[src/logic/ccr_pkg.sv]
/*
 * Constants and types for the channel calibration and configuration bank.
 * Assumes a 16-bit register per 32-bit APB word, byte address = index * 4.
 */
package ccr_pkg;

    localparam int NUM_REGS = 7;
    localparam int DATA_W = 16;
    localparam int APB_AW = 8;
    localparam int SEL_W = 3;

    // Register indices
    localparam logic [5:0] IDX_CHAN2_GAIN_LOW = 6'h17;
    localparam logic [5:0] IDX_CHAN3_CONFIG = 6'h18;
    localparam logic [5:0] IDX_CHAN3_OFFSET_HIGH = 6'h19;
    localparam logic [5:0] IDX_CHAN3_OFFSET_LOW = 6'h1a;
    localparam logic [5:0] IDX_CHAN3_GAIN_HIGH = 6'h1b;
    localparam logic [5:0] IDX_CHAN3_GAIN_LOW = 6'h1c;
    localparam logic [5:0] IDX_CHAN4_CONFIG = 6'h1d;
    localparam logic [5:0] IDX_FIRST = IDX_CHAN2_GAIN_LOW;
    localparam logic [5:0] IDX_LAST = IDX_CHAN4_CONFIG;

    // Byte addresses
    localparam logic [APB_AW-1:0] ADDR_CHAN2_GAIN_LOW = {IDX_CHAN2_GAIN_LOW, 2'h0};
    localparam logic [APB_AW-1:0] ADDR_CHAN3_CONFIG = {IDX_CHAN3_CONFIG, 2'h0};
    localparam logic [APB_AW-1:0] ADDR_CHAN3_OFFSET_HIGH = {IDX_CHAN3_OFFSET_HIGH, 2'h0};
    localparam logic [APB_AW-1:0] ADDR_CHAN3_OFFSET_LOW = {IDX_CHAN3_OFFSET_LOW, 2'h0};
    localparam logic [APB_AW-1:0] ADDR_CHAN3_GAIN_HIGH = {IDX_CHAN3_GAIN_HIGH, 2'h0};
    localparam logic [APB_AW-1:0] ADDR_CHAN3_GAIN_LOW = {IDX_CHAN3_GAIN_LOW, 2'h0};
    localparam logic [APB_AW-1:0] ADDR_CHAN4_CONFIG = {IDX_CHAN4_CONFIG, 2'h0};

    // Slots in the register array
    localparam logic [SEL_W-1:0] SEL_CHAN2_GAIN_LOW = 3'h0;
    localparam logic [SEL_W-1:0] SEL_CHAN3_CONFIG = 3'h1;
    localparam logic [SEL_W-1:0] SEL_CHAN3_OFFSET_HIGH = 3'h2;
    localparam logic [SEL_W-1:0] SEL_CHAN3_OFFSET_LOW = 3'h3;
    localparam logic [SEL_W-1:0] SEL_CHAN3_GAIN_HIGH = 3'h4;
    localparam logic [SEL_W-1:0] SEL_CHAN3_GAIN_LOW = 3'h5;
    localparam logic [SEL_W-1:0] SEL_CHAN4_CONFIG = 3'h6;

    // Reset values
    localparam logic [DATA_W-1:0] RESET_ZERO = 16'h0000;
    localparam logic [DATA_W-1:0] RESET_GAIN_HIGH = 16'h8000;

    // Writable bit masks; cleared bits are reserved and read zero
    localparam logic [DATA_W-1:0] MASK_CONFIG = 16'hffc7;
    localparam logic [DATA_W-1:0] MASK_FULL = 16'hffff;
    localparam logic [DATA_W-1:0] MASK_LOWER = 16'hff00;

    localparam logic [DATA_W-1:0] REG_RESET [NUM_REGS] = '{
        RESET_ZERO, RESET_ZERO, RESET_ZERO, RESET_ZERO, RESET_GAIN_HIGH, RESET_ZERO, RESET_ZERO};
    localparam logic [DATA_W-1:0] REG_MASK [NUM_REGS] = '{
        MASK_LOWER, MASK_CONFIG, MASK_FULL, MASK_LOWER, MASK_FULL, MASK_LOWER, MASK_CONFIG};

    // Field positions
    localparam int PHASE_MSB = 15;
    localparam int PHASE_LSB = 6;
    localparam int RSVD_CFG_MSB = 5;
    localparam int RSVD_CFG_LSB = 3;
    localparam int BYPASS_BIT = 2;
    localparam int INSEL_MSB = 1;
    localparam int INSEL_LSB = 0;
    localparam int LOWER_MSB = 15;
    localparam int LOWER_LSB = 8;
    localparam int RSVD_LOW_MSB = 7;
    localparam int RSVD_LOW_LSB = 0;

    typedef enum logic [1:0] {
        CCR_INSEL_PINS = 2'h0,
        CCR_INSEL_SHORTED = 2'h1,
        CCR_INSEL_TEST_POS = 2'h2,
        CCR_INSEL_TEST_NEG = 2'h3
    } ccr_input_sel_t;

    typedef struct packed {
        logic signed [9:0] phase_adjust;
        logic highpass_bypass;
        ccr_input_sel_t input_select;
    } ccr_chan_cfg_t;

endpackage

[src/logic/ccr_regs.sv]
/*
 * APB register bank for channel phase, input, high-pass bypass, offset and gain.
 * Assumes an APB3 master on core_clk; consumers read the struct and value outputs.
 */
// The APB slave port is this design's own decision.
//
// Summary of operation
// - Config bits 15:6 hold a signed 10-bit phase delay in modulator cycles.
// - Config bits 5:3 and bits 7:0 of every low calibration register read zero.
// - Config bit 2 set turns off DC removal for this channel, clear follows the global setting.
// - Config bits 1:0 pick own pins, shorted inputs, positive or negative DC test signal.
// - Offset high register holds bits 23:8 of the signed 24-bit offset.
// - Offset low register holds offset bits 7:0 in its bits 15:8.
// - Gain high register holds bits 23:8 of the unsigned 24-bit gain in 0 to below 2.0.
// - Gain low register holds gain bits 7:0 in its bits 15:8.
// - The preceding channel's gain low register uses the same layout and resets to zero.
// - Gain high resets to 8000h for unity gain; all other registers reset to zero.
// - Registers sit at word indices 18h to 1Ch, preceding channel gain low at 17h, next channel config at 1Dh.
`timescale 1ns/100ps
module ccr_regs (
    input wire logic core_clk,
    input wire logic rstn,
    input wire logic psel,
    input wire logic penable,
    input wire logic pwrite,
    input wire logic [ccr_pkg::APB_AW-1:0] paddr,
    input wire logic [31:0] pwdata,
    output logic [31:0] prdata,
    output logic pready,
    output logic pslverr,
    output ccr_pkg::ccr_chan_cfg_t chan3_cfg,
    output ccr_pkg::ccr_chan_cfg_t chan4_cfg,
    output logic signed [23:0] chan3_offset,
    output logic [23:0] chan3_gain,
    output logic [7:0] chan2_gain_lower
);
    import ccr_pkg::*;

    logic [DATA_W-1:0] reg_q [NUM_REGS];
    logic [DATA_W-1:0] last_wdata;
    logic first_cycle;

    // Address decode
    wire logic [5:0] word_idx = paddr[APB_AW-1:2];
    wire logic aligned = (paddr[1:0] == 2'h0);
    wire logic addr_hit = aligned && (word_idx >= IDX_FIRST) && (word_idx <= IDX_LAST);
    wire logic [5:0] idx_diff = word_idx - IDX_FIRST;
    wire logic [SEL_W-1:0] reg_sel = idx_diff[SEL_W-1:0];
    wire logic setup_phase = psel && !penable;
    wire logic access_done = psel && penable && pready;
    wire logic wr_fire = access_done && pwrite && !pslverr;
    wire logic [DATA_W-1:0] rd_word = addr_hit ? reg_q[reg_sel] : RESET_ZERO;
    wire logic [31:0] next_prdata = {16'h0000, rd_word};
    wire logic next_pready = setup_phase;
    wire logic next_pslverr = setup_phase && !addr_hit;

    // Register array, one masked register per slot
    genvar gi;
    generate
        for (gi = 0; gi < NUM_REGS; gi++) begin : g_reg
            wire logic wr_this = wr_fire && addr_hit && (reg_sel == SEL_W'(gi));
            ccr_field_reg #(
                .RESET_VAL(REG_RESET[gi]),
                .WR_MASK(REG_MASK[gi])
            ) u_reg (
                .core_clk(core_clk),
                .rstn(rstn),
                .wr_en(wr_this),
                .wdata(pwdata[DATA_W-1:0]),
                .q(reg_q[gi])
            );
        end
    endgenerate

    // Bus answer: read data and error caught in setup, ready in access
    always_ff @(posedge core_clk or negedge rstn) begin
        if (!rstn) begin
            prdata <= 32'h0000_0000;
            pready <= 1'b0;
            pslverr <= 1'b0;
        end else begin
            pready <= next_pready;
            pslverr <= next_pslverr;
            if (setup_phase) begin
                prdata <= next_prdata;
            end
        end
    end

    // Channel fields
    assign chan3_cfg.phase_adjust = reg_q[SEL_CHAN3_CONFIG][PHASE_MSB:PHASE_LSB];
    assign chan3_cfg.highpass_bypass = reg_q[SEL_CHAN3_CONFIG][BYPASS_BIT];
    assign chan3_cfg.input_select = ccr_input_sel_t'(reg_q[SEL_CHAN3_CONFIG][INSEL_MSB:INSEL_LSB]);
    assign chan4_cfg.phase_adjust = reg_q[SEL_CHAN4_CONFIG][PHASE_MSB:PHASE_LSB];
    assign chan4_cfg.highpass_bypass = reg_q[SEL_CHAN4_CONFIG][BYPASS_BIT];
    assign chan4_cfg.input_select = ccr_input_sel_t'(reg_q[SEL_CHAN4_CONFIG][INSEL_MSB:INSEL_LSB]);
    // Offset joined from high and low halves
    assign chan3_offset = {reg_q[SEL_CHAN3_OFFSET_HIGH], reg_q[SEL_CHAN3_OFFSET_LOW][LOWER_MSB:LOWER_LSB]};
    // Gain joined from high and low halves
    assign chan3_gain = {reg_q[SEL_CHAN3_GAIN_HIGH], reg_q[SEL_CHAN3_GAIN_LOW][LOWER_MSB:LOWER_LSB]};
    assign chan2_gain_lower = reg_q[SEL_CHAN2_GAIN_LOW][LOWER_MSB:LOWER_LSB];

    // Helpers for checking
    always_ff @(posedge core_clk or negedge rstn) begin
        if (!rstn) begin
            last_wdata <= 16'h0000;
            first_cycle <= 1'b1;
        end else begin
            last_wdata <= pwdata[DATA_W-1:0];
            first_cycle <= 1'b0;
        end
    end
endmodule

[src/logic/ccr_field_reg.sv]
/*
 * One 16-bit register with a constant reset value and a writable-bit mask.
 * Assumes write enable already qualified by the bus decode.
 */
`timescale 1ns/100ps
module ccr_field_reg #(
    parameter logic [15:0] RESET_VAL = 16'h0000,
    parameter logic [15:0] WR_MASK = 16'hffff
) (
    input wire logic core_clk,
    input wire logic rstn,
    input wire logic wr_en,
    input wire logic [15:0] wdata,
    output logic [15:0] q
);

    // Masked bits never load, so they stay zero
    always_ff @(posedge core_clk or negedge rstn) begin
        if (!rstn) begin
            q <= RESET_VAL & WR_MASK;
        end else if (wr_en) begin
            q <= wdata & WR_MASK;
        end
    end

endmodule

[config.mk]
export PLATFORM = sky130hd
export DESIGN_NAME = ccr_regs
export DESIGN_NICKNAME = d
export VERILOG_FILES = /design/src/logic/ccr_pkg.sv /design/src/logic/ccr_regs.sv /design/src/logic/ccr_field_reg.sv
export SDC_FILE = /design/constraint.sdc
export NUM_CORES = 1
export LEC_CHECK = 0
export ABC_CLOCK_PERIOD_IN_PS = 5200
export BUFFER_PORTS_ARGS = -buffer_cell sky130_fd_sc_hd__buf_2
export CORE_MARGIN = 3
export CORE_UTILIZATION = 50
export DETAILED_ROUTE_END_ITERATION = 8
export PLACE_DENSITY = 0.76
export SYNTH_ARGS = -nofsm -noshare
export SYNTH_HDL_FRONTEND = slang
export SYNTH_HIERARCHICAL = 1
export SYNTH_SLANG_ARGS = --single-unit
[constraint.sdc]
create_clock -name core_clk -period 5.2 [get_ports core_clk]
set_input_delay 0.26 -clock core_clk [delete_from_list [all_inputs] [get_ports core_clk]]
set_output_delay 0.26 -clock core_clk [all_outputs]
set_load 0.005 [all_outputs]
After elaboration in Yosys (flattened, before gate mapping)
Cells that the tools add are included.

operators by class
  $add $sub $neg = 1
  magnitude comparators = 3
  equal/unequal tests = 6
  mux-type cells = 4
  bitwise logic cells = 1
  reductions and logical operators = 21

operator list
  kind                                                                   count
  16-bit binary-select mux with 3-bit select                             1
  16-bit two-way mux                                                     3
  1-bit logical AND                                                      16
  3-bit equality test, second input constant                             3
  3-bit by 2-bit equality test with 1-bit output, second input constant  2
  6-bit by 5-bit >= comparator with 1-bit output, second input constant  1
  6-bit by 5-bit <= comparator with 1-bit output, second input constant  1
  4-bit >= comparator, second input constant                             1
  3-bit inverter with 4-bit output                                       1
  3-bit by 1-bit equality test with 1-bit output, second input constant  1
  1-bit zero test                                                        3
  3-bit zero test                                                        1
  3-bit subtractor, second input constant                                1
  2-bit zero test                                                        1

storage, ports and cells
  flip-flop bits (word level) = 100
  bits of input ports = 45
  output and inout port bits = 116

Longest topological paths before layout
Gate-level depths: netlist of run 1.

  depth after elaboration = 6
  depth in mapped cells = 11
  depth with buffers taken out = 6

Cells and area by module
Netlist of run 1, hierarchy kept.

modules (own cells, without submodules)
  module                              instances  cells each  area each (sq um)  sequential area each (sq um)
  ccr_regs                            1          183         1933.1             450.4
  ccr_field_reg (g_reg[0].u_reg ...)  3          26          395.4              200.2
  ccr_field_reg (g_reg[1].u_reg ...)  2          31          546.8              325.3
  ccr_field_reg (g_reg[4].u_reg)      1          34          650.6              401.6
  ccr_field_reg (g_reg[2].u_reg)      1          34          649.4              400.4

Worst setup path before layout of run 1
No wires, ideal clock.

  kind = input to register
  from = input port paddr[2] in the netlist's numbering
  to = register g_reg[6].u_reg.q[10]
  setup time = 0.125 ns
  arrival time = 2.447 ns
  data required time = 5.075 ns
  setup slack = 2.627 ns
  stages = 10
  cell sequence = buf_6 -> buf_6 -> buf_2 -> inv_1 -> ha_1 -> nand4bb_1 -> nand3_1 -> nor4_1 -> buf_6 -> mux2_4

on the way
  longest elaborated chain between the ends = 5
  elaborated cells between the ends (all ways) = 8
  those cells by class = add/sub (1); order compare (2); eq/ne (1); reduce/logical (4)

RTL lines
  item                                            line                 source
  start, declared                                 ccr_regs.sv:26       input wire logic [ccr_pkg::APB_AW-1:0] paddr,
  6-bit by 5-bit >= comparator with 1-bit output  ccr_regs.sv:46       wire logic addr_hit = aligned && (word_idx >= IDX_FIRST) && (word_idx <= IDX_LAST);
  1-bit logical AND (2 in a row)                  ccr_regs.sv:46
  1-bit logical AND                               ccr_regs.sv:61       wire logic wr_this = wr_fire && addr_hit && (reg_sel == SEL_W'(gi));
  1-bit logical AND *                             ccr_regs.sv:61
  named net g_reg[6].wr_this                      ccr_regs.sv:61
  end signal, assigned                            ccr_field_reg.sv:20  q <= RESET_VAL & WR_MASK;
  end signal, assigned                            ccr_field_reg.sv:22  q <= wdata & WR_MASK;
  end, declared                                   ccr_field_reg.sv:14  output logic [15:0] q

Mark *: on every way through the listed nets, which the timed path passes. The rest lies on a longest branch.
A chain may end at the register's enable or synchronous reset.

Worst setup path in the final report of run 1
  from = input port paddr[2] in the netlist's numbering
  to = register g_reg[4].u_reg.q[2]

on the way
  longest elaborated chain between the ends = 5
  elaborated cells between the ends (all ways) = 8
  those cells by class = add/sub (1); order compare (2); eq/ne (1); reduce/logical (4)

RTL lines
  item                                            line
  6-bit by 5-bit >= comparator with 1-bit output  ccr_regs.sv:46
  1-bit logical AND (2 in a row)                  ccr_regs.sv:46
  1-bit logical AND                               ccr_regs.sv:61
  1-bit logical AND *                             ccr_regs.sv:61
  named net g_reg[4].wr_this                      ccr_regs.sv:61
  end signal, assigned                            ccr_field_reg.sv:20
  end signal, assigned                            ccr_field_reg.sv:22
  end, declared                                   ccr_field_reg.sv:14

Marks and branches as above.

==> flow_summary_export.csv, run 1 <==
group,metric,value,unit
status,run_status,"finished, final reports clean",
clocking,clock_pin_slew_worst_setup_and_hold_paths,0.09,ns
sta,timing_max_transition_violations_final,0,
power,maximum_vdd_drop,128,uV
worst_hold_path,holdCritPathClass,"input port to flop",
worst_setup_path,cp_slowest_cell,"nor3_2",
routing,dr.first_iter.drc_count,165,
global_route,grt_pass1_vias,3661,
final_layout,num-nets-final,562,
place,detailed_place_hpwl,8.85,mm
job,drv_cap,0,
global_route,overflow,0,
sta,worst_slack,2.52,ns
sta,timing.setup.tns,0,ns
clocking,worstSkewPairLatency,0.36,ns
power,power_density,232,mW/mm2
routing,wire_per_inst,19.6,um
routing,ant_nets,0,
global_route,grt_start_max_net_pins,53,
clocking,cts_post_setup_buffers_inserted,0,
routing,via_per_inst,5.31,
sta,maxSlewHeadroom,19.0,%
sta,finalClockSkew,0.00596,ns
global_route,antenna_found_initial,0,
floorplan,die_h,111,um
clocking,cts_sinks,100,
worst_setup_path,critical_path_arrival,2.93,ns
clocking,ctsHtreeMaxLevel,3,
routing,drt-total-wl,12.7,mm
clocking,tritoncts,"done",
worst_setup_path,worstSetupPathType,"input port to flop",
worst_setup_path,largest_stage_delay_worst_path,0.82,ns
floorplan,design.die.area,0.0123,mm2
yosys,synth_cell_types,29,
worst_setup_path,crit_chain,"buf_2 -> ha_1 -> nand4bb_1 -> nand3_1 -> nor3_2 -> buf_4 -> mux2_2",
worst_setup_path,setup.worst_path.start_class,"input port",
place,io_buffer_count,128,
power,leakagePower,3.31,nW
final_layout,antenna-diode-count,0,
worst_setup_path,crit_path_end_kind,"flop",
routing,vias,3457,
global_route,global_route_wire_length_before_repair,20.4,mm
floorplan,start_util,52.5,%
clocking,cts_repair_resize_count,0,
yosys,seq_area_frac_synth,45.4,%
power,total_power,1.45,mW
final_layout,layout.area.seq,0.00250,mm2
worst_setup_path,cp_data_required_time,5.45,ns
routing,drtPass1Iterations,4,
sta,highest_achievable_clock_rate,0.373,GHz
worst_setup_path,cp_max_fo,10,
final_layout,fin_area,0.00624,mm2
worst_setup_path,cpLargestDelayFamily,"simple AND/OR/NAND/NOR gates",
clocking,clockRootBuffer,"clkbuf_8",
floorplan,fp-row-count,37,
worst_setup_path,critical_path_buf_inv_count,2,
global_route,global_route_usage_over_all_layers,21.0,%
sta,setup_viol_count_final,0,
final_layout,instances_no_fill,651,
place,place.gp.congestion,0.764,
yosys,syn_inst,391,
sta,max_slew.worst_pin.slew,1.21,ns
yosys,netlist_area,0.00551,mm2
yosys,postSynthRegisterBits,100,
final_layout,final_util,59.4,%
place,placed_cells,634,
floorplan,core_region_area,0.0105,mm2
final_layout,drive_gt1_share,54.8,%
final_layout,syn_to_final_growth,13.1,%
clocking,cts-buffers-inserted,9,
clocking,clock_tree.buffer_depth,2,
floorplan,top_level_ports,161,
routing,route.detailed.drc,0,
yosys,yosysWarnings,6,
place,dpl_cell_area,0.00602,mm2
yosys,synthesized_area_divided_by_synthesized_cell_count,14.1,um2
sta,rsz0062_at_grt,"no",
place,placement_stage_worst_setup_slack,2.13,ns
clocking,cts.hold.buffers_added,1,
sta,finalHoldWorstSlack,0.145,ns
sta,hold_violation_total_from_the_final_report,0,
sta,final_period_minus_worst_setup_slack,2.68,ns
sta,timing.final.crit_share,51.6,%
final_layout,fill_cells,867,
final_layout,multi_input_area,0.00259,mm2
floorplan,die_w,111,um
## worst reg2reg max path, stage by stage (launching register included)
cell and delay, ns:
dfrtp_1 0.39, nand4_1 0.12, or2_2 0.40, nor3_2 0.70
buf_4 0.37, mux2_2 0.37
## cells in the final DEF, fill, tap and decap left out, types with 2 or more instances in the layout
cell,instances
ha_1,6
buf_4,12
buf_2,127
nand2_1,19
mux2_2,34
nor2b_1,16
dfrtp_1,99
mux2_4,64
mux4_2,16
nor3_2,5
inv_1,8
clkinv_4,3
a221oi_1,16
o31ai_1,16
clkbuf_8,10
conb_1,46
nor4_2,2
## cells in the mapped netlist (all sizes together)
| cell type | instances | area share [%] |
|---|---|---|
| a21o | 1 | 0.14 |
| inv | 8 | 0.54 |
| dfrtp | 99 | 45 |
| nor2b | 16 | 1.8 |
| o31ai | 16 | 2.2 |
| nor4b | 1 | 0.43 |
| conb | 6 | 0.41 |
| ha | 7 | 1.6 |
| a31oi | 1 | 0.11 |
| clkbuf | 6 | 0.41 |
| nor3 | 5 | 0.45 |
| nor4 | 2 | 0.23 |
| nor2 | 1 | 0.36 |
| mux2 | 98 | 24 |
| or2 | 1 | 0.11 |
| nand4 | 2 | 0.50 |
| mux4 | 16 | 6.5 |
| nand3 | 1 | 0.091 |
| nand4bb | 1 | 0.20 |
| buf | 66 | 10 |
| nand2 | 19 | 1.3 |
| nand2b | 1 | 0.11 |
| a221oi | 16 | 2.5 |
| dfstp | 1 | 0.48 |
## layout make-up
class / count / area share, %
clock buffers: 10 / 2.21
clock inverters: 6 / 1.16
inverters: 8 / 0.481
multi-input cells: 251 / 41.5
flip-flops and latches: 100 / 40.1
well taps: 136 / 2.73
repair buffers: 140 / 11.8
## kinds of logic after synthesis
logic type	count (synthesis)	share of synthesized area, %
simple gates	50	5.61
other cells	6	0.409
buf+inv	80	11.1
mux	114	30.9
flops	100	45.4
fa+ha+maj	7	1.59
compound gates	34	4.97
## state kept, by name (all words and copies together), names as in the netlist
| name | flops |
|---|---|
| g.u_reg/q | 82 |
| prdata | 16 |
| pready | 1 |
| pslverr | 1 |
## worst paths after layout
kind                            slack [ns]                               end             startpoint  cells past startpoint
worst min-delay path                  0.14   g_reg[4].u_reg/q[4]$_DFFE_PN0P_              pwdata[4]                      2
max in group asynchronous             3.64             prdata[1]$_DFFE_PN0P_                   rstn                      3
worst max-delay path                  2.52   g_reg[4].u_reg/q[2]$_DFFE_PN0P_               paddr[2]                      7
worst max register to register        2.74   g_reg[4].u_reg/q[2]$_DFFE_PN0P_       pready$_DFF_PN0_                      5
worst min register to register        0.49             prdata[5]$_DFFE_PN0P_  prdata[5]$_DFFE_PN0P_                      2
min in group asynchronous             0.46  g_reg[6].u_reg/q[10]$_DFFE_PN0P_                   rstn                      2
## metal layers
metal | global-route usage (%) | vias to the layer above | part of all wire [%]
met4 | 5.09 | 0 | 1.2
met1 | 27.0 | 1777 | 43
met2 | 35.7 | 118 | 50
met5 | 0 | - | 0
li1 | - | 1547 | -
met3 | 5.51 | 15 | 6.4
## where the power goes
part	total, mW	switching, mW	internal, mW
Combinational	0.144	0.0885	0.0551
Sequential	0.785	0.00345	0.782
Clock	0.521	0.281	0.240
Total	1.45	0.373	1.08
(Power assumes the default switching activity.)
==> inputs of run 2 (changes only) <==
--- a/config.mk
+++ b/config.mk
@@ -5,10 +5,11 @@
 export SDC_FILE = /design/constraint.sdc
 export NUM_CORES = 1
 export LEC_CHECK = 0
-export ABC_CLOCK_PERIOD_IN_PS = 5200
+export ABC_AREA = 1
+export ABC_CLOCK_PERIOD_IN_PS = 2300
 export BUFFER_PORTS_ARGS = -buffer_cell sky130_fd_sc_hd__buf_2
 export CORE_MARGIN = 3
-export CORE_UTILIZATION = 50
+export CORE_UTILIZATION = 48
 export DETAILED_ROUTE_END_ITERATION = 8
 export PLACE_DENSITY = 0.76
 export SYNTH_ARGS = -nofsm -noshare
==> constraint.sdc (replaced) <==
create_clock -name core_clk -period 2.3 [get_ports core_clk]
set_input_delay 0.115 -clock core_clk [delete_from_list [all_inputs] [get_ports core_clk]]
set_output_delay 0.115 -clock core_clk [all_outputs]
set_load 0.005 [all_outputs]
==> run 2 against run 1 <==
  * Total power increased to 2.6 times the previous value
  * Sequential power increased by 130%
  * Clock power increased to 3.1 times the previous value
  * Critical endpoint is now g_reg[4].u_reg/q[14]$_DFFE_PN0P_
  * Largest power group unchanged
==> flow_summary_export.csv, run 2 <==
group,metric,value,unit
sta,timing.final.crit_share,90.4,%
final_layout,drive_gt1_share,20.1,%
routing,vias,5046,
sta,timing.setup.tns,0,ns
power,p_int,2.79,mW
power,switching_power_total,1.00,mW
final_layout,register_ranked_first_by_flip_flop_count,"g.u_reg/q",
worst_setup_path,regToRegSetupSlack,0.27,ns
yosys,synth-edff-count,0,
sta,max_slew.worst_pin.slew,0.925,ns
power,power_density,579,mW/mm2
power,power.share.sequential,46.9,%
place,detailed_place_hpwl,11.0,mm
final_layout,fin_area,0.00655,mm2
place,io_buffer_count,128,
final_layout,largest_reg_flops,82,
clocking,tritoncts,"done",
worst_hold_path,holdCritPathClass,"input port to flop",
yosys,syn_inst,792,
routing,route.detailed.drc,0,
yosys,postSynth.asyncResetShare,100,%
power,total_power,3.79,mW
global_route,global_route_wire_length_before_repair,24.5,mm
floorplan,die_h,115,um
routing,drtPass1Iterations,5,
place,dpl_cell_area,0.00619,mm2
final_layout,antenna-diode-count,0,
worst_setup_path,worstSetupPathType,"input port to flop",
worst_setup_path,startpoint,"penable",
worst_setup_path,critical_path_arrival,2.36,ns
sta,finalClockSkew,0.00800,ns
final_layout,layout.cells.most_common_list,"nand2_1, buf_2, dfrtp_1",
final_layout,num-nets-final,964,
worst_setup_path,endpoint,"g_reg[4].u_reg/q[14]$_DFFE_PN0P_",
power,maximum_vdd_drop,314,uV
worst_hold_path,min_from,"psel",
sta,timing_max_transition_violations_final,0,
clocking,clock_tree.buffer_depth,2,
sta,hold_violation_total_from_the_final_report,0,
place,placed_cells,1040,
worst_setup_path,setup.worst_path.start_class,"input port",
yosys,seq_area_frac_synth,43.6,%
yosys,synth.most_common_cell,"nand2_1",
clocking,cts_sinks,100,
yosys,synthesized_area_divided_by_synthesized_cell_count,7.24,um2
job,drv_cap,0,
place,placement_stage_worst_setup_slack,0.166,ns
routing,ant_nets,0,
routing,dr_wl_met2,7.43,mm
worst_setup_path,r2r_start,"pready$_DFF_PN0_",
worst_setup_path,crit_path_end_kind,"flop",
power,leakagePower,3.94,nW
sta,highest_achievable_clock_rate,0.481,GHz
yosys,synth_cell_types,26,
global_route,grt_pass1_vias,4649,
sta,final_period_minus_worst_setup_slack,2.08,ns
floorplan,die_w,115,um
worst_setup_path,reg2reg_depth,7,
final_layout,fill_cells,1114,
power,swShare,26.4,%
final_layout,layout_commonest_cell,"nand2_1",
yosys,synth.top_cell.area_share,43.2,%
floorplan,core_region_area,0.0116,mm2
power,power.clock.fraction,42.5,%
worst_setup_path,crit_chain,"dlygate4sd3_1 -> buf_2 -> nand4_1 -> nor2_1 -> nand3_1 -> nor2_1 -> buf_4 -> nand2_1 -> nand2_1",
final_layout,layout_top_registers,"g.u_reg/q: 82 flops, prdata: 16 flops",
global_route,antenna_found_initial,0,
global_route,overflow,0,
routing,routed.top_layer,"met4",
yosys,postSynthRegisterBits,100,
status,run_status,"finished, final reports clean",
yosys,synth_commonest_cells,"nand2_1, dfrtp_1, nor2_1, inv_1, nand3_1",
clocking,worstSkewPairLatency,0.35,ns
yosys,yosysWarnings,6,
final_layout,syn_to_final_growth,14.1,%
place,place.gp.congestion,0.848,
floorplan,top_level_ports,161,
sta,finalHoldWorstSlack,0.00913,ns
final_layout,instances_no_fill,1060,
yosys,cell_type_with_the_highest_aggregate_area_in_the_netlist,"dfrtp_1",
global_route,grt_start_max_net_pins,49,
yosys,synth_flop_cell,"dfrtp_1",
worst_setup_path,cp_data_required_time,2.59,ns
power,combinationalPowerShare,10.7,%
floorplan,fp-row-count,39,
clocking,cts-buffers-inserted,9,
worst_setup_path,cp_slowest_cell,"nor2_1",
clocking,clockRootBuffer,"clkbuf_16",
global_route,global_route_usage_over_all_layers,23.9,%
clocking,cts_repair_resize_count,0,
worst_setup_path,cp_max_fo,10,
routing,wire_per_inst,14.6,um
routing,drt-total-wl,15.5,mm
worst_setup_path,r2r_end,"g_reg[4].u_reg/q[14]$_DFFE_PN0P_",
yosys,synth_area_leaders,"dfrtp_1, nand2_1, buf_4",
sta,maxSlewHeadroom,38.1,%
worst_setup_path,largest_stage_delay_worst_path,0.72,ns
yosys,netlist_area,0.00574,mm2
sta,rsz0062_at_grt,"no",
clocking,clock_pin_slew_worst_setup_and_hold_paths,0.07,ns
sta,setup_viol_count_final,0,
routing,detailroute.wirelength.met3,917,um
routing,via_per_inst,4.76,
final_layout,final_util,56.6,%
clocking,ctsHtreeMaxLevel,3,
floorplan,design.die.area,0.0133,mm2
sta,worst_slack,0.222,ns
routing,routed_length_on_met1,6.62,mm
floorplan,start_util,49.6,%
routing,dr.first_iter.drc_count,286,
run 2: cell types whose count changed after synthesis, moves of 34 or more:
cell,previous run,this run
nand2_1,19,350
mux2_4,64,0
nor2_1,0,60
nand3_1,1,59
inv_1,8,59
mux2_2,34,0
run 2: power by group through the flow:
stage	combinational [mW]	clock (mW)	sequential, mW
2_1_floorplan	0.293	0	1.81
3_3_place_gp	0.391	0	1.81
3_5_place_dp	0.396	0	1.81
4_1_cts	0.404	1.63	1.78
5_1_grt	0.461	1.70	1.78
6_report	0.404	1.61	1.78
run 2: worst max-delay path: cells and delay by family:
kind          cells  cell delay, ns
simple gates      6            1.30
buf+inv           3            0.94
run 2: worst min-delay path by stage:
stage	end	slack (ns)	depth (start not counted)
after global placement	g_reg[1].u_reg/q[15]$_DFFE_PN0P_	0.11	1
after global routing	pready$_DFF_PN0_	0.02	3
after CTS	pready$_DFF_PN0_	0.003	3
final	pready$_DFF_PN0_	0.009	3
after floorplan	g_reg[0].u_reg/q[10]$_DFFE_PN0P_	-0.18	0
after detailed placement	g_reg[2].u_reg/q[15]$_DFFE_PN0P_	0.11	1
run 2: metal layers:
layer  track usage (%)  vias up
li1                  -     2530
met1              31.2     2315
met2              39.4      167
met3              4.37       34
met4              9.39        0
met5                 0        -
run 2: cell type report:
class / count / area (um2) / share of cell area, %
flip-flops and latches: 100 / 2500 / 38.2
multi-input cells: 584 / 2460 / 37.6
repair buffers: 148 / 816 / 12.5
inverters: 69 / 269 / 4.11
clock buffers: 10 / 239 / 3.65
well taps: 143 / 179 / 2.73
clock inverters: 6 / 80.1 / 1.22
run 2: what timing repair did:
item | 4_1_cts | 5_1_grt
buffers inserted | 0 | 0
endpoints found under the hold margin | 38 | 0
hold buffers | 4 | 0
run 2: kinds of logic after synthesis:
logic type	after synthesis	synth area share (%)
buffers and inverters	148	16.1
AOI/OAI and AO/OA	22	1.92
and+or+nand+nor	509	36.4
DFF	100	43.6
other	6	0.393
adders and majority gates	7	1.53
